<file path="src/design/jack_detect_regs.svh">
/*
  Register indices, byte addresses, field positions and reset values
  of the jack insertion detect block.
  Assumes a 32-bit APB slave with one aligned word per register.
*/
`ifndef JACK_DETECT_REGS_SVH
`define JACK_DETECT_REGS_SVH

// register indices as printed, byte address is index times four
`define JD_IDX_ENABLE      16'h02D3
`define JD_IDX_STATUS_ONE  16'h1886
`define JD_IDX_STATUS_TWO  16'h1986
`define JD_IDX_DEBOUNCE    16'h1A06
`define JD_IDX_EDGE_MASK   16'h1A86
`define JD_IDX_SHIFT       2

// field positions
`define JD_EN_A_BIT        0
`define JD_EN_B_BIT        1
`define JD_STS_A_BIT       0
`define JD_STS_B_BIT       2
`define JD_DB_A_BIT        0
`define JD_DB_B_BIT        2
`define JD_MASK_RISE_A_BIT 0
`define JD_MASK_RISE_B_BIT 1
`define JD_MASK_FALL_A_BIT 2
`define JD_MASK_FALL_B_BIT 3

// reset values and default debounce length in slow ticks
`define JD_PIN_IDLE        1'h1
`define JD_BIT_RST         1'h0
`define JD_WORD_RST        32'h0000_0000
`define JD_DB_TICKS        4

`endif

</file>
<file path="src/design/jack_detect_pkg.sv">
/*
  Types shared by the jack insertion detect block.
  Assumes the constants header is included by the modules.
*/
package jack_detect_pkg;

  // one bit per jack input
  typedef struct packed {
    logic b;
    logic a;
  } jack_pair_t;

  // per-input edge masks
  typedef struct packed {
    jack_pair_t fall;
    jack_pair_t rise;
  } edge_mask_t;

  // debounce filter states
  typedef enum logic [0:0] {
    FILT_STABLE,
    FILT_WAIT
  } filt_mode_t;

  // whole state of the top module
  typedef struct packed {
    jack_pair_t  sync_first;
    jack_pair_t  sync_second;
    logic        slow_prev;
    jack_pair_t  enable;
    jack_pair_t  filter_sel;
    edge_mask_t  mask;
    jack_pair_t  present;
    logic        event_out;
    logic [31:0] rdata;
    logic        slverr;
  } jd_state_t;

endpackage : jack_detect_pkg

</file>
<file path="src/design/jack_debounce.sv">
/*
  Debounce filter for one synchronised jack input.
  Assumes tick is a one-cycle pulse per 32 kHz period and sample
  is already synchronous to pclk.
*/
`timescale 1ns/10ps
`default_nettype none

`include "jack_detect_regs.svh"

module jack_debounce
  import jack_detect_pkg::*;
#(
  parameter int   TICKS   = `JD_DB_TICKS,
  parameter logic RST_LVL = `JD_PIN_IDLE
) (
  input  wire logic pclk,
  input  wire logic presetn,
  input  wire logic sample,
  input  wire logic tick,
  input  wire logic filter_on,
  output logic      filtered
);

  localparam int CW = $clog2(TICKS + 1);

  typedef struct packed {
    filt_mode_t    mode;
    logic [CW-1:0] cnt;
    logic          level;
  } db_state_t;

  db_state_t st_reg;
  db_state_t st_next;

  // ----------------------------------------------------------------
  // filter next state
  // ----------------------------------------------------------------
  always_comb begin
    st_next = st_reg;
    if (!filter_on) begin
      st_next.mode  = FILT_STABLE;
      st_next.cnt   = '0;
      st_next.level = sample;
    end else begin
      case (st_reg.mode)
        FILT_STABLE: begin
          if (sample != st_reg.level) begin
            st_next.mode = FILT_WAIT;
            st_next.cnt  = '0;
          end
        end
        FILT_WAIT: begin
          if (sample == st_reg.level) begin
            st_next.mode = FILT_STABLE;          // bounce, restart
          end else if (tick) begin
            if (st_reg.cnt == CW'(TICKS - 1)) begin
              st_next.level = sample;
              st_next.mode  = FILT_STABLE;
            end else begin
              st_next.cnt = st_reg.cnt + CW'(1);
            end
          end
        end
        default: begin
          st_next.mode = FILT_STABLE;
        end
      endcase
    end
  end

  // state register
  always_ff @(posedge pclk or negedge presetn) begin
    if (!presetn) begin
      st_reg.mode  <= FILT_STABLE;
      st_reg.cnt   <= '0;
      st_reg.level <= RST_LVL;
    end else begin
      st_reg <= st_next;
    end
  end

  assign filtered = st_reg.level;

endmodule : jack_debounce

`default_nettype wire

</file>
<file path="src/design/jack_insertion_detect.sv">
/*
  Jack insertion detect: two switch-contact inputs, per-input enable
  and debounce, duplicated status of the detected levels, masked insertion and removal
  events, and detected levels for the clamp logic. APB slave.
  Assumes jack pins idle high and are pulled low by the socket switch,
  slow_clk_in is the 32 kHz clock seen as a level, and sleep_mode
  comes from the device power controller.
*/
`timescale 1ns/10ps
`default_nettype none

`include "jack_detect_regs.svh"

module jack_insertion_detect
  import jack_detect_pkg::*;
#(
  parameter int ADDR_W   = 16,
  parameter int DB_TICKS = `JD_DB_TICKS
) (
  input  wire logic              pclk,
  input  wire logic              presetn,
  input  wire logic              psel,
  input  wire logic              penable,
  input  wire logic              pwrite,
  input  wire logic [ADDR_W-1:0] paddr,
  input  wire logic [31:0]       pwdata,
  output logic [31:0]            prdata,
  output logic                   pready,
  output logic                   pslverr,
  input  wire logic              jack_sense_pin_a,
  input  wire logic              jack_sense_pin_b,
  input  wire logic              slow_clk_in,
  input  wire logic              sleep_mode,
  output logic                   jack_present_a,
  output logic                   jack_present_b,
  output logic                   jack_event
);

  // ----------------------------------------------------------------
  // address decode
  // ----------------------------------------------------------------

  // true when the bus address selects the register at this index
  function automatic logic reg_hit(
    input logic [ADDR_W-1:0] addr,
    input logic [15:0]       idx
  );
    logic [ADDR_W-1:0] want;
    want    = ADDR_W'({idx, 2'h0});
    reg_hit = (addr == want);
  endfunction : reg_hit

  // true when the address matches any mapped register
  function automatic logic any_hit(
    input logic [ADDR_W-1:0] addr
  );
    any_hit = reg_hit(addr, `JD_IDX_ENABLE)
            | reg_hit(addr, `JD_IDX_STATUS_ONE)
            | reg_hit(addr, `JD_IDX_STATUS_TWO)
            | reg_hit(addr, `JD_IDX_DEBOUNCE)
            | reg_hit(addr, `JD_IDX_EDGE_MASK);
  endfunction : any_hit

  // ----------------------------------------------------------------
  // state
  // ----------------------------------------------------------------

  jd_state_t  st_reg;
  jd_state_t  st_next;
  jack_pair_t filtered;
  jack_pair_t filter_on;
  jack_pair_t pins;
  jack_pair_t present_now;
  jack_pair_t rise_ev;
  jack_pair_t fall_ev;
  logic       slow_tick;
  logic       setup_phase;
  logic       write_access;
  logic [31:0] status_word;

  // bus phase qualifiers
  assign setup_phase  = psel & ~penable;
  assign write_access = psel & penable & pwrite;

  // zero wait state: read data was captured in the setup cycle
  assign pready = psel & penable;

  // pins gathered into one carrier
  assign pins.a = jack_sense_pin_a;
  assign pins.b = jack_sense_pin_b;

  // one pulse per rising edge of the slow clock
  assign slow_tick = slow_clk_in & ~st_reg.slow_prev;

  // ----------------------------------------------------------------
  // debounce filters
  // ----------------------------------------------------------------

  // sleep bypasses the filter whatever the select bits say
  assign filter_on.a = st_reg.filter_sel.a & ~sleep_mode;
  assign filter_on.b = st_reg.filter_sel.b & ~sleep_mode;

  generate
    for (genvar i = 0; i < 2; i++) begin : g_filt
      jack_debounce #(
        .TICKS   (DB_TICKS),
        .RST_LVL (`JD_PIN_IDLE)
      ) u_db (
        .pclk      (pclk),
        .presetn   (presetn),
        .sample    (st_reg.sync_second[i]),
        .tick      (slow_tick),
        .filter_on (filter_on[i]),
        .filtered  (filtered[i])
      );
    end
  endgenerate

  // ----------------------------------------------------------------
  // detection and edge events
  // ----------------------------------------------------------------

  // low pin means a jack is in; disabled inputs read as absent
  always_comb begin
    present_now.a = st_reg.enable.a & ~filtered.a;
    present_now.b = st_reg.enable.b & ~filtered.b;
  end

  // insertion is a rise, removal a fall, while the input stays enabled
  always_comb begin
    rise_ev = present_now & ~st_reg.present & st_reg.enable;
    fall_ev = ~present_now & st_reg.present & st_reg.enable;
  end

  // status word, both copies built from the same bits
  always_comb begin
    status_word                = `JD_WORD_RST;
    status_word[`JD_STS_A_BIT] = st_reg.present.a;
    status_word[`JD_STS_B_BIT] = st_reg.present.b;
  end

  // ----------------------------------------------------------------
  // next state
  // ----------------------------------------------------------------
  always_comb begin
    st_next = st_reg;

    // two-stage synchroniser, first stage feeds only the second
    st_next.sync_first  = pins;
    st_next.sync_second = st_reg.sync_first;

    // slow clock edge history
    st_next.slow_prev = slow_clk_in;

    // detected levels
    st_next.present = present_now;

    // masked events, not gated by sleep so they can wake the device
    st_next.event_out = |((rise_ev & st_reg.mask.rise)
                        | (fall_ev & st_reg.mask.fall));

    // register writes take effect at the access edge
    if (write_access) begin
      if (reg_hit(paddr, `JD_IDX_ENABLE)) begin
        st_next.enable.a = pwdata[`JD_EN_A_BIT];
        st_next.enable.b = pwdata[`JD_EN_B_BIT];
        // status follows a new enable at once, so enabling is no event
        st_next.present.a = pwdata[`JD_EN_A_BIT] & ~filtered.a;
        st_next.present.b = pwdata[`JD_EN_B_BIT] & ~filtered.b;
      end
      if (reg_hit(paddr, `JD_IDX_DEBOUNCE)) begin
        st_next.filter_sel.a = pwdata[`JD_DB_A_BIT];
        st_next.filter_sel.b = pwdata[`JD_DB_B_BIT];
      end
      if (reg_hit(paddr, `JD_IDX_EDGE_MASK)) begin
        st_next.mask.rise.a = pwdata[`JD_MASK_RISE_A_BIT];
        st_next.mask.rise.b = pwdata[`JD_MASK_RISE_B_BIT];
        st_next.mask.fall.a = pwdata[`JD_MASK_FALL_A_BIT];
        st_next.mask.fall.b = pwdata[`JD_MASK_FALL_B_BIT];
      end
    end

    // read data and error captured in the setup cycle
    if (setup_phase) begin
      st_next.rdata  = `JD_WORD_RST;
      st_next.slverr = ~any_hit(paddr);
      if (!pwrite) begin
        if (reg_hit(paddr, `JD_IDX_ENABLE)) begin
          st_next.rdata[`JD_EN_A_BIT] = st_reg.enable.a;
          st_next.rdata[`JD_EN_B_BIT] = st_reg.enable.b;
        end
        if (reg_hit(paddr, `JD_IDX_STATUS_ONE)) begin
          st_next.rdata = status_word;
        end
        if (reg_hit(paddr, `JD_IDX_STATUS_TWO)) begin
          st_next.rdata = status_word;
        end
        if (reg_hit(paddr, `JD_IDX_DEBOUNCE)) begin
          st_next.rdata[`JD_DB_A_BIT] = st_reg.filter_sel.a;
          st_next.rdata[`JD_DB_B_BIT] = st_reg.filter_sel.b;
        end
        if (reg_hit(paddr, `JD_IDX_EDGE_MASK)) begin
          st_next.rdata[`JD_MASK_RISE_A_BIT] = st_reg.mask.rise.a;
          st_next.rdata[`JD_MASK_RISE_B_BIT] = st_reg.mask.rise.b;
          st_next.rdata[`JD_MASK_FALL_A_BIT] = st_reg.mask.fall.a;
          st_next.rdata[`JD_MASK_FALL_B_BIT] = st_reg.mask.fall.b;
        end
      end
    end
  end

  // ----------------------------------------------------------------
  // state register
  // ----------------------------------------------------------------
  always_ff @(posedge pclk or negedge presetn) begin
    if (!presetn) begin
      st_reg.sync_first  <= '{b: `JD_PIN_IDLE, a: `JD_PIN_IDLE};
      st_reg.sync_second <= '{b: `JD_PIN_IDLE, a: `JD_PIN_IDLE};
      st_reg.slow_prev   <= `JD_BIT_RST;
      st_reg.enable      <= '{b: `JD_BIT_RST, a: `JD_BIT_RST};
      st_reg.filter_sel  <= '{b: `JD_BIT_RST, a: `JD_BIT_RST};
      st_reg.mask        <= '0;
      st_reg.present     <= '{b: `JD_BIT_RST, a: `JD_BIT_RST};
      st_reg.event_out   <= `JD_BIT_RST;
      st_reg.rdata       <= `JD_WORD_RST;
      st_reg.slverr      <= `JD_BIT_RST;
    end else begin
      st_reg <= st_next;
    end
  end

  // ----------------------------------------------------------------
  // outputs
  // ----------------------------------------------------------------

  // detected levels for the clamp logic
  assign jack_present_a = st_reg.present.a;
  assign jack_present_b = st_reg.present.b;

  // masked event pulse to the device interrupt controller
  assign jack_event = st_reg.event_out;

  // bus answers; error only shows during the access phase
  assign prdata  = st_reg.rdata;
  assign pslverr = st_reg.slverr & psel & penable;

endmodule : jack_insertion_detect

`default_nettype wire

</file>
<file path="config.mk">
export PLATFORM = sky130hd
export DESIGN_NAME = jack_insertion_detect
export DESIGN_NICKNAME = d
export VERILOG_FILES = /design/src/design/jack_detect_pkg.sv /design/src/design/jack_debounce.sv /design/src/design/jack_insertion_detect.sv
export VERILOG_INCLUDE_DIRS = /design/src /design/src/design
export SDC_FILE = /design/constraint.sdc
export NUM_CORES = 1
export LEC_CHECK = 0
export ABC_AREA = 0
export BUFFER_PORTS_ARGS = -buffer_cell sky130_fd_sc_hd__buf_2
export CORE_ASPECT_RATIO = 0.6
export CORE_MARGIN = 2
export CORE_UTILIZATION = 48
export CTS_CLUSTER_DIAMETER = 80
export CTS_CLUSTER_SIZE = 30
export DETAILED_ROUTE_END_ITERATION = 7
export PLACE_DENSITY_LB_ADDON = 0.2
export SKIP_LAST_GASP = 1
export SYNTH_ARGS = -nofsm -noshare
export SYNTH_HDL_FRONTEND = slang
export SYNTH_SLANG_ARGS = --single-unit
export TNS_END_PERCENT = 1
</file>
<file path="constraint.sdc">
create_clock -name pclk -period 2.3 [get_ports pclk]
set_input_delay 0.23 -clock pclk [delete_from_list [all_inputs] [get_ports pclk]]
set_output_delay 0.23 -clock pclk [all_outputs]
set_load 0.01 [all_outputs]
</file>
==> results of run 1 <==
-- cell type report --
type                    instances  area share
multi-input cells             127       0.420
flip-flops and latches         31       0.398
repair buffers                 37      0.0940
clock buffers                   7      0.0388
well taps                      47      0.0299
inverters                       9      0.0172
clock inverters                 1     0.00254
-- layer usage --
metal | track usage | up-vias | part of all wire
met5 | 0 | - | 0
met2 | 0.222 | 54 | 0.41
met4 | 0.0574 | 0 | 0.013
met1 | 0.269 | 590 | 0.50
met3 | 0.0530 | 7 | 0.076
li1 | - | 613 | -
-- cell families after synthesis --
| family | Yosys count | synth area share |
|---|---|---|
| and+or+nand+nor | 55 | 0.200 |
| muxes | 9 | 0.0611 |
| other | 1 | 0.00210 |
| adders and majority gates | 4 | 0.0281 |
| AOI/OAI and AO/OA | 29 | 0.106 |
| DFF | 31 | 0.439 |
| buffers and inverters | 41 | 0.154 |
| xor gates and xnor gates | 2 | 0.00983 |
-- through the flow --
| step | instances | utilization |
|---|---|---|
| detailed placement | 251 | 0.522 |
| global route | 259 | 0.545 |
| global placement | 251 | 0.522 |
| finish | 259 | 0.545 |
| CTS | 259 | 0.545 |
| floorplan | 199 | - |
-- path summary, 6_finish.rpt --
kind                       cells after the start                      from  slack (ps)                  endpoint
max                                            6                  paddr[5]         740            jack_present_b
min                                            1                   presetn         -10                 prdata[0]
max reg2reg                                    4  g_filt[0].u_db.st_reg[1]         850   g_filt[0].u_db.filtered
min reg2reg                                    0               st_next[45]         350                st_reg[45]
max in group asynchronous                      1                   presetn        1870  g_filt[1].u_db.st_reg[1]
min in group pclk                              1          jack_sense_pin_b          50               st_next[46]
-- where the power goes --
group	switching, mW	total (mW)	internal [mW]	leakage, nW
combinational	0.0668	0.0996	0.0328	0.543
clock	0.189	0.401	0.212	0.0422
sequential	0.00468	0.561	0.556	0.400
total	0.260	1.06	0.801	0.985
-- worst register-to-register path: cells and delay by family, from the launching register on --
kind	cells	cell delay, ps
compound gates	1	260
fa+ha+maj	2	450
flops	1	400
mux	1	280
-- layout by cell type (no fill, tap or decap), types with 2 or more instances in the layout --
cell type / n
nor4b_2: 2
ha_1: 4
o21ai_0: 12
buf_2: 37
dfrtp_1: 25
and2b_1: 3
nor2b_1: 2
xnor2_1: 2
clkbuf_1: 2
a22o_1: 3
conb_1: 28
mux2_2: 7
nand3_1: 2
nor3_4: 2
clkbuf_8: 5
nand4_1: 2
inv_1: 9
dfstp_2: 6
mux2_4: 2
a21oi_1: 4
a31o_2: 2
nand2_1: 16
nor2_1: 11
o31ai_1: 2
nand2b_1: 5
==> results.md, run 1 <==
* ANT cells at 0
* Final hold vios at 11
* CORE AREA at 3620 um2
* Worst Setup End Kind: register
* GR Overflow Total at 0
* Initial DRC count at 101
* Final HPWL DP at 2.64 mm
* CP top delay family: simple AND/OR/NAND/NOR gates
* Filler Cells Inserted at 327
* CTS resizes at 0
* Crit path max-delay cell type: nor4_4
* First-pass iteration count of the detailed router at 4
* Yosys reg bits at 31
* Vias per Instance at 4.88
* Total power at 1.06 mW
* Area Overhead vs Synth at 10.5%
* Routed wire length at 3.31 mm
* Register area share after synthesis at 0.439
* Measured slew at the worst slew-check pin at 682 ps
* Setup-failing EPs final at 0
* Post-Route Skew at 5.04 ps
* CTS tree: built
* Syn Area/Cell at 10.4 um2
* Fmax at 643 MHz
* CP Buf/Inv Count at 1
* Multi-input gate area in the final layout at 827 um2
* Synth area leader: dfrtp_1
* Critical Path Max Stage Delay at 340 ps
* Root Buffer: clkbuf_8
* Skew-Pair Late Insertion Delay at 280 ps
* Synth top area cells: dfrtp_1, buf_4, dfstp_2
* Clock Pin Slew Worst Setup and Hold Paths at 60 ps
* Final Max Slew Viols at 0
* Worst hold path class: primary input to asynchronous set/reset pin
* Setup TNS at 0 ps
* CP Class: primary input to register
* Post-DP Area at 1890 um2
* Hold_ws at -10.7 ps
* DRC at 0
* Clock tree buffer depth at 2
* Die Height at 51.2 um
* Yosys top cell area share at 0.351
* Die area at 4230 um2
* Synthesized instance count at 172
* GRT Util Overall at 0.172
* Worst path cell trace: buf_2, nor4_4, nand4_4, nor3_4, mux2_4, and2b_1
* Crit path required time at 2470 ps
* Startpoint Class: primary input
* Cell variety after synth at 39
* EDFF count, synth at 0
* Pwr/cell area at 539 nW/um2
* Final Instance Area at 1970 um2
* Vias in the first global route at 1091
* # clock sinks at 31
* Main synth FF type: dfrtp_1
* # port buffers at 37
* Die X at 82.7 um
* Slew Limit Headroom at 0.545
* Rows at 17
* Post-CTS Setup Inserts at 0
* VDD IR max at 0.000374 V
* Violated checks: hold timing
* Initial antenna violation count at 0
* GP Congestion at 0.831
* Largest net degree at the start of global routing at 32
* Ports at 94
* Global-route wire length before repair at 5.22 mm
* Synth async-reset ratio at 1.00
* RSZ-0062 raised after global routing: false
* Commonest cells in the netlist: buf_4, dfrtp_1, nand2_1
* Status: finished with violations
* Highest fanout seen on the critical path at 6
* Nets at 272
* Layout cells sized above 1 at 0.321
* DRT antenna net count at 0
* # H-tree levels at 2
* Min cycle time layout at 1560 ps
* Lkg Pwr at 0.985 nW
* Wire per inst at 12.8 um
* Total CTS buffers at 5
* Largest register FFs at 12
* Syn Std Cell Area at 1780 um2
* Critical Path AT at 1730 ps
* Pre-CTS WS at 472 ps
* Count leader, synth: buf_4
* Via count at 1264
* Initial Utilization at 0.493
* Synth Warn # at 0
* CTS Hold Bufs at 0
* Max_cap viols at 0
* Final worst setup slack at 744 ps
* Fin crit share at 0.677
* Sequential standard cell area at 783 um2
Note: power is estimated with default switching activity, not from simulation.
==> run 2: changes to the inputs <==
Settings changed: ABC_AREA 0 to 1, CORE_UTILIZATION 48 to 46.
Clock period 2.3 ns to 1.6 ns, I/O delays scaled along.
==> run 2 against run 1 <==
Against the previous run: global-route usage up 0.51 points; clock skew is 3.1 ps higher; sequential share of layout area is 3.4 points lower; hold slack better by 120 ps; final cell count up 32%; synthesized cell count grew 44%; routed wire length grew 11%; largest cell class unchanged; highest routed layer unchanged; critical path type is now register to register; critical endpoint is now g_filt[1].u_db.filtered; the run now ends clean; combinational power is 94% higher; non-clock buffer count up 4.
==> results.md, run 2 <==
* Status: completed
* Slew Limit Headroom at 0.561
* Total CTS buffers at 5
* Die area at 4680 um2
* CORE AREA at 4030 um2
* Die Height at 53.8 um
* Worst R2R Setup Slack at 130 ps
* CTS tree: built
* # port buffers at 37
* Pwr/cell area at 789 nW/um2
* Die X at 87.0 um
* Cell variety after synth at 26
* EDFF count, synth at 0
* Largest register FFs at 12
* Initial antenna violation count at 0
* Syn Std Cell Area at 1900 um2
* Initial Utilization at 0.472
* Worst hold path class: primary input to register
* DRT antenna net count at 0
* GR Overflow Total at 0
* Net switching fraction of the power at 0.253
* First-pass iteration count of the detailed router at 5
* Measured slew at the worst slew-check pin at 658 ps
* Wire per inst at 10.7 um
* Root Buffer: clkbuf_8
* Skew-Pair Late Insertion Delay at 280 ps
* CP Class: register to register
* Main synth FF type: dfrtp_1
* Final Max Slew Viols at 0
* Internal power at 1.27 mW
* Highest fanout seen on the critical path at 3
* # H-tree levels at 2
* Largest net degree at the start of global routing at 32
* Net Switching at 0.429 mW
* Startpoint Class: register
* Register area share after synthesis at 0.412
* Hold worst-path end: st_reg[39]
* Rows at 18
* GP Congestion at 0.800
* Synth async-reset ratio at 1.00
* Synthesized instance count at 248
* VDD IR max at 0.000587 V
* Ports at 94
* Area Overhead vs Synth at 13.3%
* # placed instances at 330
* Final HPWL DP at 2.92 mm
* Fin crit share at 0.919
* Layout cells sized above 1 at 0.212
* Yosys reg bits at 31
* Nets at 352
* Flop pwr share at 0.490
* Post-CTS Setup Inserts at 0
* Vias per Instance at 4.54
* Hold Crit Start: pwdata[3]
* Global-route wire length before repair at 6.22 mm
* Commonest cells in the netlist: nand2_1, buf_4, inv_1
* Synth Warn # at 0
* Commonest cells after routing, fill and taps aside: nand2_1, buf_2, conb_1
* Worst R2R End: g_filt[1].u_db.filtered
* Fmax at 680 MHz
* Clock share of power at 0.396
* CTS resizes at 0
* Clock Pin Slew Worst Setup and Hold Paths at 70 ps
* CP startpoint: g_filt[1].u_db.st_reg[1]
* Synth area leader: dfrtp_1
* Vias in the first global route at 1370
* Critical Path AT at 1670 ps
* Filler Cells Inserted at 420
* Worst Setup End Kind: register
* Routed wire length at 3.66 mm
* Setup TNS at 0 ps
* Synth top area cells: dfrtp_1, nand2_1, buf_4
* Via count at 1551
* Clock tree buffer depth at 2
* Post-Route Skew at 8.16 ps
* Max_cap viols at 0
* DRC at 0
* Hold Path Depth at 3
* Post-Layout Cell Count at 342
* Crit path required time at 1800 ps
* RSZ-0062 raised after global routing: false
* GRT Util Overall at 0.178
* # clock sinks at 31
* Min cycle time layout at 1470 ps
* ANT cells at 0
* Syn Area/Cell at 7.67 um2
* Count leader, synth: nand2_1
* Initial DRC count at 76
* CTS Hold Bufs at 4
* Worst reg2reg path depth at 6
* Yosys top cell area share at 0.329
* Commonest non-fill, non-tap cell in the layout: nand2_1
* Lkg Pwr at 1.18 nW
* Setup-failing EPs final at 0
* FF-to-FF Start: g_filt[1].u_db.st_reg[1]
* Combinational group share of total power at 0.114
* Final hold vios at 0
## run 2: cell types whose count changed in the layout (fill, tap and decap cells not counted), sizes merged, moves of 3 or more
cell	change
nand4	+3
nand2b	-5
nor2	+14
inv	+17
mux2	-8
dlygate4sd3	+4
and2b	-3
nand3	+18
a22o	-3
nand2	+55
## run 2: metrics by stage
stage | setup WS [ps] | power [mW] | hold WS [ps] | utilization | instance area (um2)
6_report | 130 | 1.70 | 113 | 0.534 | 2150
5_1_grt | 39.0 | 1.80 | 138 | 0.534 | 2150
4_1_cts | 130 | 1.72 | 103 | 0.534 | 2150
3_5_place_dp | 156 | 1.03 | 240 | 0.499 | 2010
3_3_place_gp | 144 | 1.03 | 240 | 0.499 | 2010
2_1_floorplan | 218 | 1.00 | -136 | - | 2000
## run 2: metal layers
metal,GRT usage,part of all wire
met4,0.0391,0.0033
met2,0.240,0.38
met1,0.274,0.53
met3,0.0537,0.083
met5,0,0
## run 2: power by group through the flow
stage                     Combinational, mW  Sequential, mW  Clock, mW
final                                 0.193           0.833      0.673
after global placement                0.183           0.846          0
after floorplan                       0.159           0.843          0
after global routing                  0.226           0.835      0.738
after detailed placement              0.185           0.847          0
after CTS                             0.193           0.833      0.699
## run 2: worst max-delay path, cell delays in order (launching register included)
cell and delay (ps):
dfrtp_1 390, ha_1 200, ha_1 220, nand2_1 70, o21ai_0 110, nand2_1 90, mux2_2 330
## run 2: worst max-delay path by stage
stage,endpoint,slack [ps],cells after the start
2_1_floorplan,g_filt[1].u_db.filtered,220,6
3_3_place_gp,g_filt[1].u_db.filtered,140,6
3_5_place_dp,g_filt[1].u_db.filtered,160,6
4_1_cts,g_filt[1].u_db.filtered,130,6
5_1_grt,g_filt[1].u_db.filtered,40,6
6_report,g_filt[1].u_db.filtered,130,6
## run 2: cell families after synthesis
kind of cell	count (synthesis)	share of synthesized area
AOI/OAI and AO/OA	20	0.0586
xor gates and xnor gates	2	0.00921
adders and majority gates	4	0.0263
buffers and inverters	59	0.180
DFF	31	0.412
muxes	1	0.00592
other	1	0.00197
and+or+nand+nor	130	0.306
## run 2: area by class of cell
type | count | area (um2) | area share
sequential | 31 | 783 | 0.364
clock buffer | 7 | 96.3 | 0.0447
timing repair buffer | 41 | 225 | 0.105
tap | 50 | 62.6 | 0.0290
clock inverter | 1 | 7.51 | 0.00348
multi-input combinational | 185 | 877 | 0.407
inverter | 27 | 103 | 0.0476
